$ cat config.mk
export PLATFORM = sky130hd
export DESIGN_NAME = fetch_sampler
export DESIGN_NICKNAME = d
export VERILOG_FILES = /design/src/logic/sampler_pkg.sv /design/src/logic/fetch_capture_if.sv /design/src/logic/fetch_tracker.sv /design/src/logic/fetch_sampler.sv
export SDC_FILE = /design/constraint.sdc
export NUM_CORES = 1
export LEC_CHECK = 0
export BUFFER_PORTS_ARGS = -buffer_cell sky130_fd_sc_hd__buf_2
export CAP_MARGIN = 5
export CORE_MARGIN = 2
export CORE_UTILIZATION = 50
export CTS_BUF_LIST = sky130_fd_sc_hd__clkbuf_4
export CTS_CLUSTER_DIAMETER = 30
export CTS_CLUSTER_SIZE = 30
export DETAILED_ROUTE_END_ITERATION = 8
export PLACE_DENSITY = 0.7
export RECOVER_POWER = 100
export REMOVE_ABC_BUFFERS = 1
export SYNTH_ARGS = -nofsm -noshare
export SYNTH_HDL_FRONTEND = slang
export SYNTH_SLANG_ARGS = --single-unit
$ cat constraint.sdc
create_clock -name i_clock -period 5.7 [get_ports i_clock]
set_input_delay 0.57 -clock i_clock [delete_from_list [all_inputs] [get_ports i_clock]]
set_output_delay 0.57 -clock i_clock [all_outputs]
set_load 0.1 [all_outputs]
$ cat src/logic/sampler_pkg.sv
`default_nettype none

// ****************************************************************
// Shared constants of the fetch sampling unit.
// ****************************************************************
package sampler_pkg;

  // Widths of the bus, the counter and the captured values.
  localparam int ADDR_W = 12;
  localparam int CNT_W = 20;
  localparam int LAT_W = 16;
  localparam int LIN_W = 64;
  localparam int PHYS_W = 52;

  // Byte addresses of the registers on the bus.
  localparam logic [ADDR_W-1:0] ADDR_CTL_LO = 12'h000;
  localparam logic [ADDR_W-1:0] ADDR_CTL_HI = 12'h004;
  localparam logic [ADDR_W-1:0] ADDR_LIN_LO = 12'h008;
  localparam logic [ADDR_W-1:0] ADDR_LIN_HI = 12'h00C;
  localparam logic [ADDR_W-1:0] ADDR_PHYS_LO = 12'h010;
  localparam logic [ADDR_W-1:0] ADDR_PHYS_HI = 12'h014;
  localparam logic [ADDR_W-1:0] ADDR_INT_STATUS = 12'h018;
  localparam logic [ADDR_W-1:0] ADDR_INT_MASK = 12'h01C;
  localparam logic [ADDR_W-1:0] ADDR_FEATURE = 12'h020;

  // Field positions in the low control word.
  localparam int LIMIT_LSB = 0;
  localparam int START_LSB = 16;

  // Field positions in the high control word.
  localparam int LAT_LSB = 0;
  localparam int EN_BIT = 16;
  localparam int VAL_BIT = 17;
  localparam int RANDEN_BIT = 25;

  // Interrupt status bit for a finished sample.
  localparam int IRQ_SAMPLE_BIT = 0;

  // Values after reset, and the first and the largest latency.
  localparam logic [15:0] RST_LIMIT = 16'h0000;
  localparam logic [15:0] RST_START = 16'h0000;
  localparam logic [7:0] RST_LFSR = 8'hA5;
  localparam logic [LAT_W-1:0] LAT_FIRST = 16'h0001;
  localparam logic [LAT_W-1:0] LAT_MAX = 16'hFFFF;

  // Feature word: bit 0 reports that fetch sampling exists.
  localparam logic [31:0] FEATURE_WORD = 32'h0000_0001;

  // Sampling sequence, one-hot.
  typedef enum logic [3:0] {
    S_COUNT = 4'b0001,
    S_TAG = 4'b0010,
    S_TRACK = 4'b0100,
    S_HOLD = 4'b1000
  } samp_state_e;

  // True for a word-aligned address that names a register.
  function automatic logic addr_mapped(input logic [ADDR_W-1:0] a);
    return (a[1:0] == 2'h0) && (a <= ADDR_FEATURE);
  endfunction

endpackage

`default_nettype wire

$ cat src/logic/fetch_capture_if.sv
`default_nettype none

// ****************************************************************
// Link between the sampling core and the fetch tracker.
// ****************************************************************
interface fetch_capture_if;
  import sampler_pkg::*;

  // Core to tracker: the tag pulse and the live fetch signals.
  logic start_tag;
  logic done;
  logic abort;
  logic [LIN_W-1:0] lin;
  logic [PHYS_W-1:0] phys;
  logic ic_miss;
  logic tlb_miss;
  logic [1:0] pgsz;
  logic phys_ok;

  // Tracker to core: progress and the captured sample.
  logic busy;
  logic capture;
  logic [LAT_W-1:0] lat_q;
  logic comp_q;
  logic ic_miss_q;
  logic tlb_miss_q;
  logic [1:0] pgsz_q;
  logic physv_q;
  logic [LIN_W-1:0] lin_q;
  logic [PHYS_W-1:0] phys_q;

  // Side of the tracker.
  modport tracker (
    input start_tag, done, abort, lin, phys, ic_miss, tlb_miss, pgsz, phys_ok,
    output busy, capture, lat_q, comp_q, ic_miss_q, tlb_miss_q, pgsz_q, physv_q, lin_q, phys_q
  );

  // Side of the sampling core.
  modport core (
    output start_tag, done, abort, lin, phys, ic_miss, tlb_miss, pgsz, phys_ok,
    input busy, capture, lat_q, comp_q, ic_miss_q, tlb_miss_q, pgsz_q, physv_q, lin_q, phys_q
  );

endinterface

`default_nettype wire

$ cat src/logic/fetch_tracker.sv
`default_nettype none

// ****************************************************************
// Follows one tagged fetch and captures its outcome.
// ****************************************************************
module fetch_tracker (
  input wire logic i_clock,
  input wire logic i_resetn,
  fetch_capture_if.tracker cap
);
  import sampler_pkg::*;

  logic busy_q, busy_d; // A tagged fetch is in flight.
  logic capture_q, capture_d; // One-cycle pulse: capture registers just loaded.
  logic [LAT_W-1:0] lat_q, lat_d; // Cycles spent by the tagged fetch.
  logic comp_q, comp_d; // The fetch completed rather than aborted.
  logic ic_q, ic_d; // Instruction cache miss.
  logic tlb_q, tlb_d; // Translation buffer miss.
  logic [1:0] pg_q, pg_d; // Page size of the translation.
  logic pv_q, pv_d; // Physical address and page size are valid.
  logic [LIN_W-1:0] lin_q, lin_d; // Linear address of the fetch.
  logic [PHYS_W-1:0] phys_q, phys_d; // Physical address of the fetch.

  // Next values: start counting on the tag, freeze everything at the end.
  always_comb begin
    busy_d = busy_q;
    capture_d = 1'b0;
    lat_d = lat_q;
    comp_d = comp_q;
    ic_d = ic_q;
    tlb_d = tlb_q;
    pg_d = pg_q;
    pv_d = pv_q;
    lin_d = lin_q;
    phys_d = phys_q;
    if (cap.start_tag) begin
      // The tag cycle itself is the first cycle of the fetch.
      busy_d = 1'b1;
      lat_d = LAT_FIRST;
    end else if (busy_q) begin
      if (cap.done || cap.abort) begin
        // End of the fetch: record how it went.
        busy_d = 1'b0;
        capture_d = 1'b1;
        comp_d = cap.done;
        ic_d = cap.ic_miss;
        tlb_d = cap.tlb_miss;
        pg_d = cap.pgsz;
        pv_d = cap.phys_ok;
        lin_d = cap.lin;
        phys_d = cap.phys;
      end else if (lat_q != LAT_MAX) begin
        // Count the cycle, saturating so a hung fetch reads all ones.
        lat_d = lat_q + LAT_FIRST;
      end
    end
  end

  // Registers of the tracker.
  always_ff @(posedge i_clock or negedge i_resetn) begin
    if (!i_resetn) begin
      busy_q <= 1'b0;
      capture_q <= 1'b0;
      lat_q <= '0;
      comp_q <= 1'b0;
      ic_q <= 1'b0;
      tlb_q <= 1'b0;
      pg_q <= 2'h0;
      pv_q <= 1'b0;
      lin_q <= '0;
      phys_q <= '0;
    end else begin
      busy_q <= busy_d;
      capture_q <= capture_d;
      lat_q <= lat_d;
      comp_q <= comp_d;
      ic_q <= ic_d;
      tlb_q <= tlb_d;
      pg_q <= pg_d;
      pv_q <= pv_d;
      lin_q <= lin_d;
      phys_q <= phys_d;
    end
  end

  // Results back to the core.
  assign cap.busy = busy_q;
  assign cap.capture = capture_q;
  assign cap.lat_q = lat_q;
  assign cap.comp_q = comp_q;
  assign cap.ic_miss_q = ic_q;
  assign cap.tlb_miss_q = tlb_q;
  assign cap.pgsz_q = pg_q;
  assign cap.physv_q = pv_q;
  assign cap.lin_q = lin_q;
  assign cap.phys_q = phys_q;
endmodule

`default_nettype wire

$ cat src/logic/fetch_sampler.sv
`default_nettype none

// How it works
// - Count completed fetches while enabled, until counter bits 19:4 equal limit.
// - Counter bits 19:4 equal limit: tag next fetch.
// - Tagged fetch end writes status and both addresses.
// - Then set valid flag and raise interrupt.
// - New sample loads counter bits 19:4 from start.
// - Re-arm: low bits random if enabled, else zero.
// - Record outcome, latency, misses, page size, addresses.
// - Fetch sampling has its own control and state.
// - Feature word reports that fetch sampling exists.
// - Latency counts cycles from start to delivery or abort.
// - Counter holds still while valid is set, except on re-arm or when software writes the count field.
// - Count field reads counter bits 19:4; write sets them.
// - Physical-valid flag only when address and size valid.

// ****************************************************************
// Fetch sampling unit: APB registers, interval counter, tagging.
// ****************************************************************
module fetch_sampler (
  input wire logic i_clock,
  input wire logic i_resetn,
  // APB slave.
  input wire logic i_psel,
  input wire logic i_penable,
  input wire logic i_pwrite,
  input wire logic [sampler_pkg::ADDR_W-1:0] i_paddr,
  input wire logic [31:0] i_pwdata,
  output logic [31:0] o_prdata,
  output logic o_pready,
  output logic o_pslverr,
  // Fetch pipeline.
  input wire logic i_fetch_start,
  input wire logic i_fetch_done,
  input wire logic i_fetch_abort,
  input wire logic [sampler_pkg::LIN_W-1:0] i_fetch_lin_addr,
  input wire logic [sampler_pkg::PHYS_W-1:0] i_fetch_phys_addr,
  input wire logic i_fetch_ic_miss,
  input wire logic i_fetch_tlb_miss,
  input wire logic [1:0] i_fetch_page_size,
  input wire logic i_fetch_phys_ok,
  output logic o_fetch_tag,
  // Interrupt request to the interrupt controller.
  output logic o_irq
);
  import sampler_pkg::*;

  // ****************************************************************
  // State and bus decode.
  // ****************************************************************
  samp_state_e state_q, state_d; // Where the sampling sequence stands.
  logic [CNT_W-1:0] cnt_q, cnt_d; // Fetch interval counter.
  logic [15:0] limit_q, limit_d; // Programmed interval limit.
  logic [15:0] start_q, start_d; // Programmed start value for a new sample.
  logic en_q, en_d; // Sampling enable.
  logic randen_q, randen_d; // Randomize the low counter bits.
  logic [7:0] lfsr_q, lfsr_d; // Free-running pseudo-random source.
  logic stat_q, stat_d; // Sticky interrupt status.
  logic mask_q, mask_d; // Interrupt mask, one enables.
  logic [31:0] rdata_q, rdata_d; // Read data, loaded in the setup cycle.
  logic valid; // Sample-valid flag as software sees it.
  logic wr, wr_lo, wr_hi, wr_stat, wr_mask; // Write strobes at the access edge.
  logic rearm; // Software clears the valid flag of a held sample.
  logic match; // Counter has reached the limit.
  logic [3:0] low_bits; // Low counter bits for a reload.
  logic [31:0] ctl_hi; // Assembled high control word.
  fetch_capture_if cap (); // Link to the tracker.

  // The valid flag is exactly the hold state.
  assign valid = (state_q == S_HOLD);

  // Writes take effect on the single access edge; the slave never waits.
  assign wr = i_psel && i_penable && i_pwrite && addr_mapped(i_paddr);
  assign wr_lo = wr && (i_paddr == ADDR_CTL_LO);
  assign wr_hi = wr && (i_paddr == ADDR_CTL_HI);
  assign wr_stat = wr && (i_paddr == ADDR_INT_STATUS);
  assign wr_mask = wr && (i_paddr == ADDR_INT_MASK);

  // Re-arm only when a held sample has its valid bit written to zero.
  assign rearm = wr_hi && valid && !i_pwdata[VAL_BIT];
  assign match = (cnt_q[CNT_W-1:4] == limit_q);
  assign low_bits = randen_q ? lfsr_q[3:0] : 4'h0;

  // ****************************************************************
  // Interval counter and sampling sequence.
  // ****************************************************************

  // Next state of the counter and the sequence.
  always_comb begin
    cnt_d = cnt_q;
    state_d = state_q;
    if (rearm) begin
      // A new sample starts from the programmed value.
      cnt_d = {start_q, low_bits};
    end else if (wr_lo) begin
      // Software writes the live counter through the count field.
      cnt_d = {i_pwdata[START_LSB +: 16], low_bits};
    end else if (state_q == S_COUNT && en_q && !match && i_fetch_done) begin
      // Only counting state advances; hold and tracking freeze it.
      cnt_d = cnt_q + 20'h00001;
    end
    case (state_q)
      S_COUNT: begin
        if (en_q && match) begin
          state_d = S_TAG;
        end
      end
      S_TAG: begin
        if (!en_q) begin
          state_d = S_COUNT;
        end else if (i_fetch_start) begin
          state_d = S_TRACK;
        end
      end
      S_TRACK: begin
        if (cap.capture) begin
          state_d = S_HOLD;
        end
      end
      S_HOLD: begin
        if (rearm) begin
          state_d = S_COUNT;
        end
      end
      default: begin
        state_d = S_COUNT;
      end
    endcase
  end

  // Registers of the counter and sequence; reset disables sampling.
  always_ff @(posedge i_clock or negedge i_resetn) begin
    if (!i_resetn) begin
      cnt_q <= '0;
      state_q <= S_COUNT;
    end else begin
      cnt_q <= cnt_d;
      state_q <= state_d;
    end
  end

  // The tag goes to the first fetch that starts after the match.
  assign o_fetch_tag = (state_q == S_TAG) && en_q && i_fetch_start;

  // Drive the tracker with the tag and the live fetch signals.
  assign cap.start_tag = o_fetch_tag;
  assign cap.done = i_fetch_done;
  assign cap.abort = i_fetch_abort;
  assign cap.lin = i_fetch_lin_addr;
  assign cap.phys = i_fetch_phys_addr;
  assign cap.ic_miss = i_fetch_ic_miss;
  assign cap.tlb_miss = i_fetch_tlb_miss;
  assign cap.pgsz = i_fetch_page_size;
  assign cap.phys_ok = i_fetch_phys_ok;

  // Tracker that times the tagged fetch and holds its outcome.
  fetch_tracker u_tracker (
    .i_clock(i_clock),
    .i_resetn(i_resetn),
    .cap(cap)
  );

  // ****************************************************************
  // Software registers and interrupt.
  // ****************************************************************

  // Next values of the programmed fields, status and random source.
  always_comb begin
    limit_d = limit_q;
    start_d = start_q;
    en_d = en_q;
    randen_d = randen_q;
    mask_d = mask_q;
    // The random source steps every cycle so reloads land apart.
    lfsr_d = {lfsr_q[6:0], lfsr_q[7] ^ lfsr_q[5] ^ lfsr_q[4] ^ lfsr_q[3]};
    if (wr_lo) begin
      limit_d = i_pwdata[LIMIT_LSB +: 16];
      start_d = i_pwdata[START_LSB +: 16];
    end
    if (wr_hi) begin
      en_d = i_pwdata[EN_BIT];
      randen_d = i_pwdata[RANDEN_BIT];
    end
    if (wr_mask) begin
      mask_d = i_pwdata[IRQ_SAMPLE_BIT];
    end
    // Write one clears; a capture in the same cycle wins.
    stat_d = (stat_q && !(wr_stat && i_pwdata[IRQ_SAMPLE_BIT])) || cap.capture;
  end

  // Registers of the programmed fields.
  always_ff @(posedge i_clock or negedge i_resetn) begin
    if (!i_resetn) begin
      limit_q <= RST_LIMIT;
      start_q <= RST_START;
      en_q <= 1'b0;
      randen_q <= 1'b0;
      lfsr_q <= RST_LFSR;
      stat_q <= 1'b0;
      mask_q <= 1'b0;
    end else begin
      limit_q <= limit_d;
      start_q <= start_d;
      en_q <= en_d;
      randen_q <= randen_d;
      lfsr_q <= lfsr_d;
      stat_q <= stat_d;
      mask_q <= mask_d;
    end
  end

  // Level interrupt while the unmasked status bit is set.
  assign o_irq = stat_q && mask_q;

  // High control word: captured status beside enable and valid.
  assign ctl_hi = {6'h00, randen_q, 1'b0, cap.tlb_miss_q, cap.pgsz_q, cap.physv_q, cap.ic_miss_q,
                   cap.comp_q, valid, en_q, cap.lat_q};

  // Read mux, sampled in the setup cycle and shown in the access cycle.
  always_comb begin
    rdata_d = rdata_q;
    if (i_psel && !i_penable) begin
      case (i_paddr)
        ADDR_CTL_LO: rdata_d = {cnt_q[CNT_W-1:4], limit_q};
        ADDR_CTL_HI: rdata_d = ctl_hi;
        ADDR_LIN_LO: rdata_d = cap.lin_q[31:0];
        ADDR_LIN_HI: rdata_d = cap.lin_q[63:32];
        ADDR_PHYS_LO: rdata_d = cap.phys_q[31:0];
        ADDR_PHYS_HI: rdata_d = {12'h000, cap.phys_q[51:32]};
        ADDR_INT_STATUS: rdata_d = {31'h00000000, stat_q};
        ADDR_INT_MASK: rdata_d = {31'h00000000, mask_q};
        ADDR_FEATURE: rdata_d = FEATURE_WORD;
        default: rdata_d = 32'h00000000;
      endcase
    end
  end

  // Read data register.
  always_ff @(posedge i_clock or negedge i_resetn) begin
    if (!i_resetn) begin
      rdata_q <= 32'h00000000;
    end else begin
      rdata_q <= rdata_d;
    end
  end

  // Zero-wait slave; unmapped addresses answer with an error.
  assign o_prdata = rdata_q;
  assign o_pready = 1'b1;
  assign o_pslverr = i_psel && i_penable && !addr_mapped(i_paddr);
endmodule

`default_nettype wire

## Word-level counts from Yosys, hierarchy flattened

Cells that the tools add are included.

- Input port bits: 173
- Output and inout port bits: 36
- Memory bits (writable): 0
- Logic and storage cells: 103
- ROM bits: 0
- Bits in latches: 0
- Register bits: 240
- Memories: 0

- $lt $le $gt $ge: 1
- Equal/unequal tests: 19
- $mul: 0
- Bitwise logic cells: 4
- Muxes and demuxes: 21
- Reductions and logical operators: 36
- Divide/modulo/power cells: 0
- Add/subtract/negate cells: 2
- Shift operators: 0

Operator list:

| cell | number |
|---|---|
| $pmux 32 s9 | 1 |
| $mux 16 | 4 |
| $mux 20 | 3 |
| $eq 12x5->1 const B | 4 |
| $eq 12x4->1 const B | 2 |
| $mux 4 | 6 |
| $logic_and 1x1->1 | 21 |
| $add 20x1->20 const B | 1 |
| $add 16x1->16 const B | 1 |
| $eq 16x16->1 | 1 |
| $ne 16x16->1 const B | 1 |
| $pmux 4 s4 | 1 |
| $eq 12x3->1 const B | 1 |
| $eq 12x6->1 const B | 1 |
| $le 12x6->1 const B | 1 |
| $logic_not 12->1 | 1 |
| $mux 1 | 6 |
| $ne 2x1->1 const B | 3 |
| $reduce_and 3->1 | 2 |
| $logic_not 1->1 | 5 |
| $eq 4x1->1 const B | 1 |
| $eq 4x2->1 const B | 1 |
| $eq 4x3->1 const B | 1 |
| $eq 4x4->1 const B | 1 |
| other kinds (9) | 13 |

## Depth between registers and ports, before layout

- Depth after elaboration: 8
- Mapped depth: 9
- Depth with buffers taken out: 7

## By module

From an unflattened synthesis, not the netlist that was laid out.

- Cell total of the unflattened synthesis: 972
- Area, all modules: 11603.6 sq um

By module, submodules not included:

| module | instances | area each (sq um) | cells each |
|---|---|---|---|
| fetch_sampler | 1 | 6135.9 | 615 |
| fetch_tracker | 1 | 5467.7 | 357 |

## Least setup slack after synthesis

OpenSTA, ideal clock, no wires.

- Path type: register to output
- Start point: reg state_q[3]
- End point: out o_fetch_tag
- Required time: 5.130 ns
- Path slack: 2.948 ns
- Cell stages (with the launch flop): 6
- Data arrival time: 2.182 ns
- Buffers on the path: 2
- Path through: dfrtp_1 nor2_1 nand2_1 nor3_1 clkbuf_1 clkbuf_1

- Word-level cells in the longest chain between the ends: 3

RTL lines:

| element | RTL line | text |
|---|---|---|
| start, declared | fetch_sampler.sv:52 | `samp_state_e state_q, state_d;` |
| start signal, assigned | fetch_sampler.sv:139 | `state_q <= state_d;` |
| $eq 4x2->1 | fetch_sampler.sv:144 | `assign o_fetch_tag = (state_q == S_TAG) && en_q && i_fetch_start;` |
| $logic_and 1x1->1 (2 in a row) | fetch_sampler.sv:144 |  |
| end, declared | fetch_sampler.sv:43 | `output logic o_fetch_tag,` |

No other way between the ends.

## Worst setup path after layout

- Start point: reg state_q[3]
- End point: reg u_tracker.lin_q[51] (netlist: u_tracker.cap.lin_q[51])

- Word-level cells in the longest chain between the ends: 5

RTL lines:

| element | RTL line | text |
|---|---|---|
| $eq 4x2->1 | fetch_sampler.sv:144 |  |
| $logic_and 1x1->1 (2 in a row) | fetch_sampler.sv:144 |  |
| $not 1->1 (no line) | n/a |  |
| $reduce_and 3->1 (no line) | n/a |  |
| end signal, assigned | fetch_tracker.sv:81 | `lin_q <= lin_d;` |
| end, declared | fetch_tracker.sv:21 | `logic [LIN_W-1:0] lin_q, lin_d;` |

No other way between the ends.
A chain may end at the register's enable or synchronous reset.

==> flow_summary.json <==
{
  "yosys.area_share.adder_pct": 0.220,
  "reg2regPathDepth": 7,
  "synth_most_common_cell": "dfrtp_1",
  "grtUsageTotal_pct": 24.6,
  "hpwlAfterDp_mm": 20.4,
  "cts_buffers": 50,
  "multi_input_area_um2": 5010,
  "root_buffer": "clkbuf_4",
  "cellPowerDensity_nw_per_um2": 266,
  "netlist.area_leader.share_pct": 51.6,
  "hp-start": "i_pwdata[6]",
  "worstMarginPinSlew_ns": 3.56,
  "outcome": "finished with violations",
  "die_x_um": 155,
  "min_path_cells": 2,
  "num_rows": 55,
  "skew_ns": 0.0608,
  "postSynthCellCount": 967,
  "setup_violations": 0,
  "finalHoldViolations": 0,
  "syn_to_final_growth_pct": 16.3,
  "crit_arrival_ns": 4.41,
  "holdWs_ns": 0.113,
  "p_sw_w": 0.000940,
  "routed-via-count": 8735,
  "fillCellCount": 1944,
  "clock_power_share_pct": 39.9,
  "detail-route-antenna-nets": 0,
  "die_area_um2": 24000,
  "rrSetupSlack_ns": 1.81,
  "seq_power_share_pct": 51.6,
  "grt_overflow": 0,
  "synth_top_cell_by_area": "dfrtp_1",
  "clk_pin_slew_ns": 0.09,
  "synth_compound_area_share_pct": 11.4,
  "cp_slowest_cell": "clkbuf_2",
  "max_slew_margin_pct": -137,
  "fin_nets": 1351,
  "grt_pass1_wl_mm": 47.0,
  "antenna_found_initial": 6,
  "drive_gt1_share_pct": 34.7,
  "wl_per_cell_um": 19.5,
  "fin_area_um2": 13200,
  "synth-edff-count": 0,
  "cp_cell_sequence": "nor2_1 > nand2_1 > nor3_1 > clkbuf_1 > nor3b_1 > clkbuf_2 > mux2_2",
  "hold_end": "limit_q[6]",
  "max-vdd-ir-drop_mv": 0.203,
  "die_h_um": 155,
  "drtIter0Drc": 583,
  "ctsHoldBuffers": 0,
  "yosysWarnings": 0,
  "cpPeakStageDelay_ns": 1.10,
  "postSynthAreaPerCell_um2": 11.8,
  "hp-class": "primary input to flip-flop",
  "violations": "max-capacitance violations, max-slew violations",
  "grt_start_max_net_pins": 143,
  "synth_cell_types": 66,
  "synth-simple-area-share_pct": 9.79,
  "cts.sinks": 240,
  "fin_crit_sh_pct": 68.3,
  "first_pass_iters": 5,
  "drc": 0,
  "swShare_pct": 26.7,
  "synth_ff_type": "dfrtp_1",
  "synth-seq-area-share_pct": 52.8,
  "num_io_pins": 209,
  "pwr-share-comb_pct": 8.5,
  "place.gp.congestion": 0.915,
  "synth_xor_area_share_pct": 2.54,
  "ff_latch_area_um2": 6010,
  "insertion_delay_ns": 0.68,
  "max_freq_mhz": 257,
  "path_class": "flip-flop to flip-flop",
  "routed_wl_mm": 29.3,
  "port_buffers": 207,
  "core_um2": 22500,
  "initial_core_util_pct": 50.6,
  "fin_crit_ns": 3.89,
  "cts_resized": 0,
  "synthMuxAreaShare_pct": 20.2,
  "cp_data_required_time_ns": 6.22,
  "yosys-top-cells-area": "dfrtp_1 52%, mux2_2 15%, mux2i_1 4.7%, xor2_1 2.1%, nand2_1 2.0%",
  "placed_area_um2": 12600,
  "synth_top_family_by_area": "multiplexers",
  "synth_common_cells": "235 x dfrtp_1, 152 x mux2_2, 62 x nand2_1, 53 x mux2i_1, 43 x nor2_1",
  "cts_tree": "done",
  "synth_area_um2": 11400,
  "r2r-start": "state_q[3]",
  "synthArstFlopShare_pct": 100,
  "htree_levels": 2,
  "r2r_end": "u_tracker.cap.lin_q[51]",
  "p_int_w": 0.00258,
  "ys_ff_latch": 240,
  "clock_path_buffers": 3,
  "slew_viol_final": 300,
  "maxCapViolations": 4,
  "p_leak_nw": 6.45,
  "grt_pass1_vias": 8758,
  "post-cts-setup-buffer-count": 0,
  "rsz0062_at_grt": "no",
  "cp-end-kind": "flip-flop",
  "cp_max_fo": 84,
  "cp-start-kind": "flip-flop",
  "viasPerCell": 5.80
}
-- critical path: cells and delay by family, from the launching register on --
kind,cells,cell delay (ns)
buf+inv,2,1.77
flops,1,0.44
mux,1,0.69
simple gates,4,0.80
-- stage by stage --
step,TNS (ns),setup slack [ns],util (%),std cells,power (W)
6_report,0,1.81,58.8,1506,0.00352
5_1_grt,0,1.47,58.8,1503,0.00369
4_1_cts,0,2.79,59.2,1501,0.00356
3_5_place_dp,0,2.10,56.0,1409,0.00215
3_3_place_gp,0,2.16,56.0,1409,0.00214
2_1_floorplan,-288.41,-2.35,-,903,0.00198
-- power by group through the flow --
stage	clock network (W)	registers (W)	logic, W
global placement	0	0.00185	0.000295
global route	0.00153	0.00182	0.000335
detailed placement	0	0.00185	0.000303
CTS	0.00144	0.00182	0.000303
finish	0.00140	0.00182	0.000300
floorplan	0	0.00183	0.000153
-- cells by family after synthesis --
family          after synthesis
flops                       240
simple gates                215
buf+inv                      74
mux                         210
compound gates              192
other cells                   1
xor+xnor                     33
fa+ha+maj                     2
-- layout make-up --
type                            instances  area share [%]
Sequential cell                       240            45.4
Multi-Input combinational cell        653            37.9
Timing Repair Buffer                  221            8.27
Clock buffer                           57            3.23
Tap cell                              285            2.69
Clock inverter                         35            2.15
Inverter                               10           0.284
Antenna cell                            5          0.0945
-- metal layers --
layer	share of wire, %	vias up	track usage (%)
met3	7.6	64	6.55
met1	42	4300	33.4
met5	0.15	-	0
met2	47	327	38.7
li1	-	4038	-
met4	3.0	6	8.33
-- placed cells by master (no fill, tap or decap), types with 4 or more instances in the layout --
master,count
nor3_1,13
nand2b_1,6
clkbuf_4,57
a2bb2oi_1,4
and4_1,4
clkinv_2,12
clkinv_1,11
inv_1,10
nor2_1,43
or3_1,6
nand4_1,11
diode_2,5
xor2_1,27
clkinv_4,5
nor4_1,6
nand3_1,24
a21oi_1,32
a31oi_1,7
o21ai_0,46
bufinv_16,4
xnor2_1,6
nand2_1,62
o22ai_1,24
and2_1,5
a22oi_1,11
clkbuf_1,39
mux2i_1,53
buf_4,9
o31ai_1,5
nor3b_1,4
a221oi_1,26
mux2_1,5
dfrtp_1,235
and3_1,11
mux2_2,152
buf_2,170
a32o_1,10
nand3b_1,5
-- state kept, by name (all words and copies together) (netlist names), 2 cells and up --
| signal | flops |
|---|---|
| u_tracker.cap.lin_q | 64 |
| u_tracker.cap.phys_q | 52 |
| o_prdata | 32 |
| cnt_q | 20 |
| limit_q | 16 |
| start_q | 16 |
| u_tracker.cap.lat_q | 16 |
| lfsr_q | 8 |
| state_q | 4 |
| u_tracker.cap.pgsz_q | 2 |
-- worst max-delay path by stage --
stage	slack (ns)	startpoint	depth (start not counted)	end
floorplan	-2.35	state_q[3]	5	u_tracker.cap.comp_q
finish	1.81	state_q[3]	7	u_tracker.cap.lin_q[51]
global route	1.47	state_q[3]	7	u_tracker.cap.lin_q[51]
CTS	2.79	i_paddr[11]	8	start_q[14]
global placement	2.16	i_paddr[11]	8	limit_q[5]
detailed placement	2.10	i_paddr[11]	8	limit_q[13]
No activity file was read; power rests on OpenSTA's default activity.
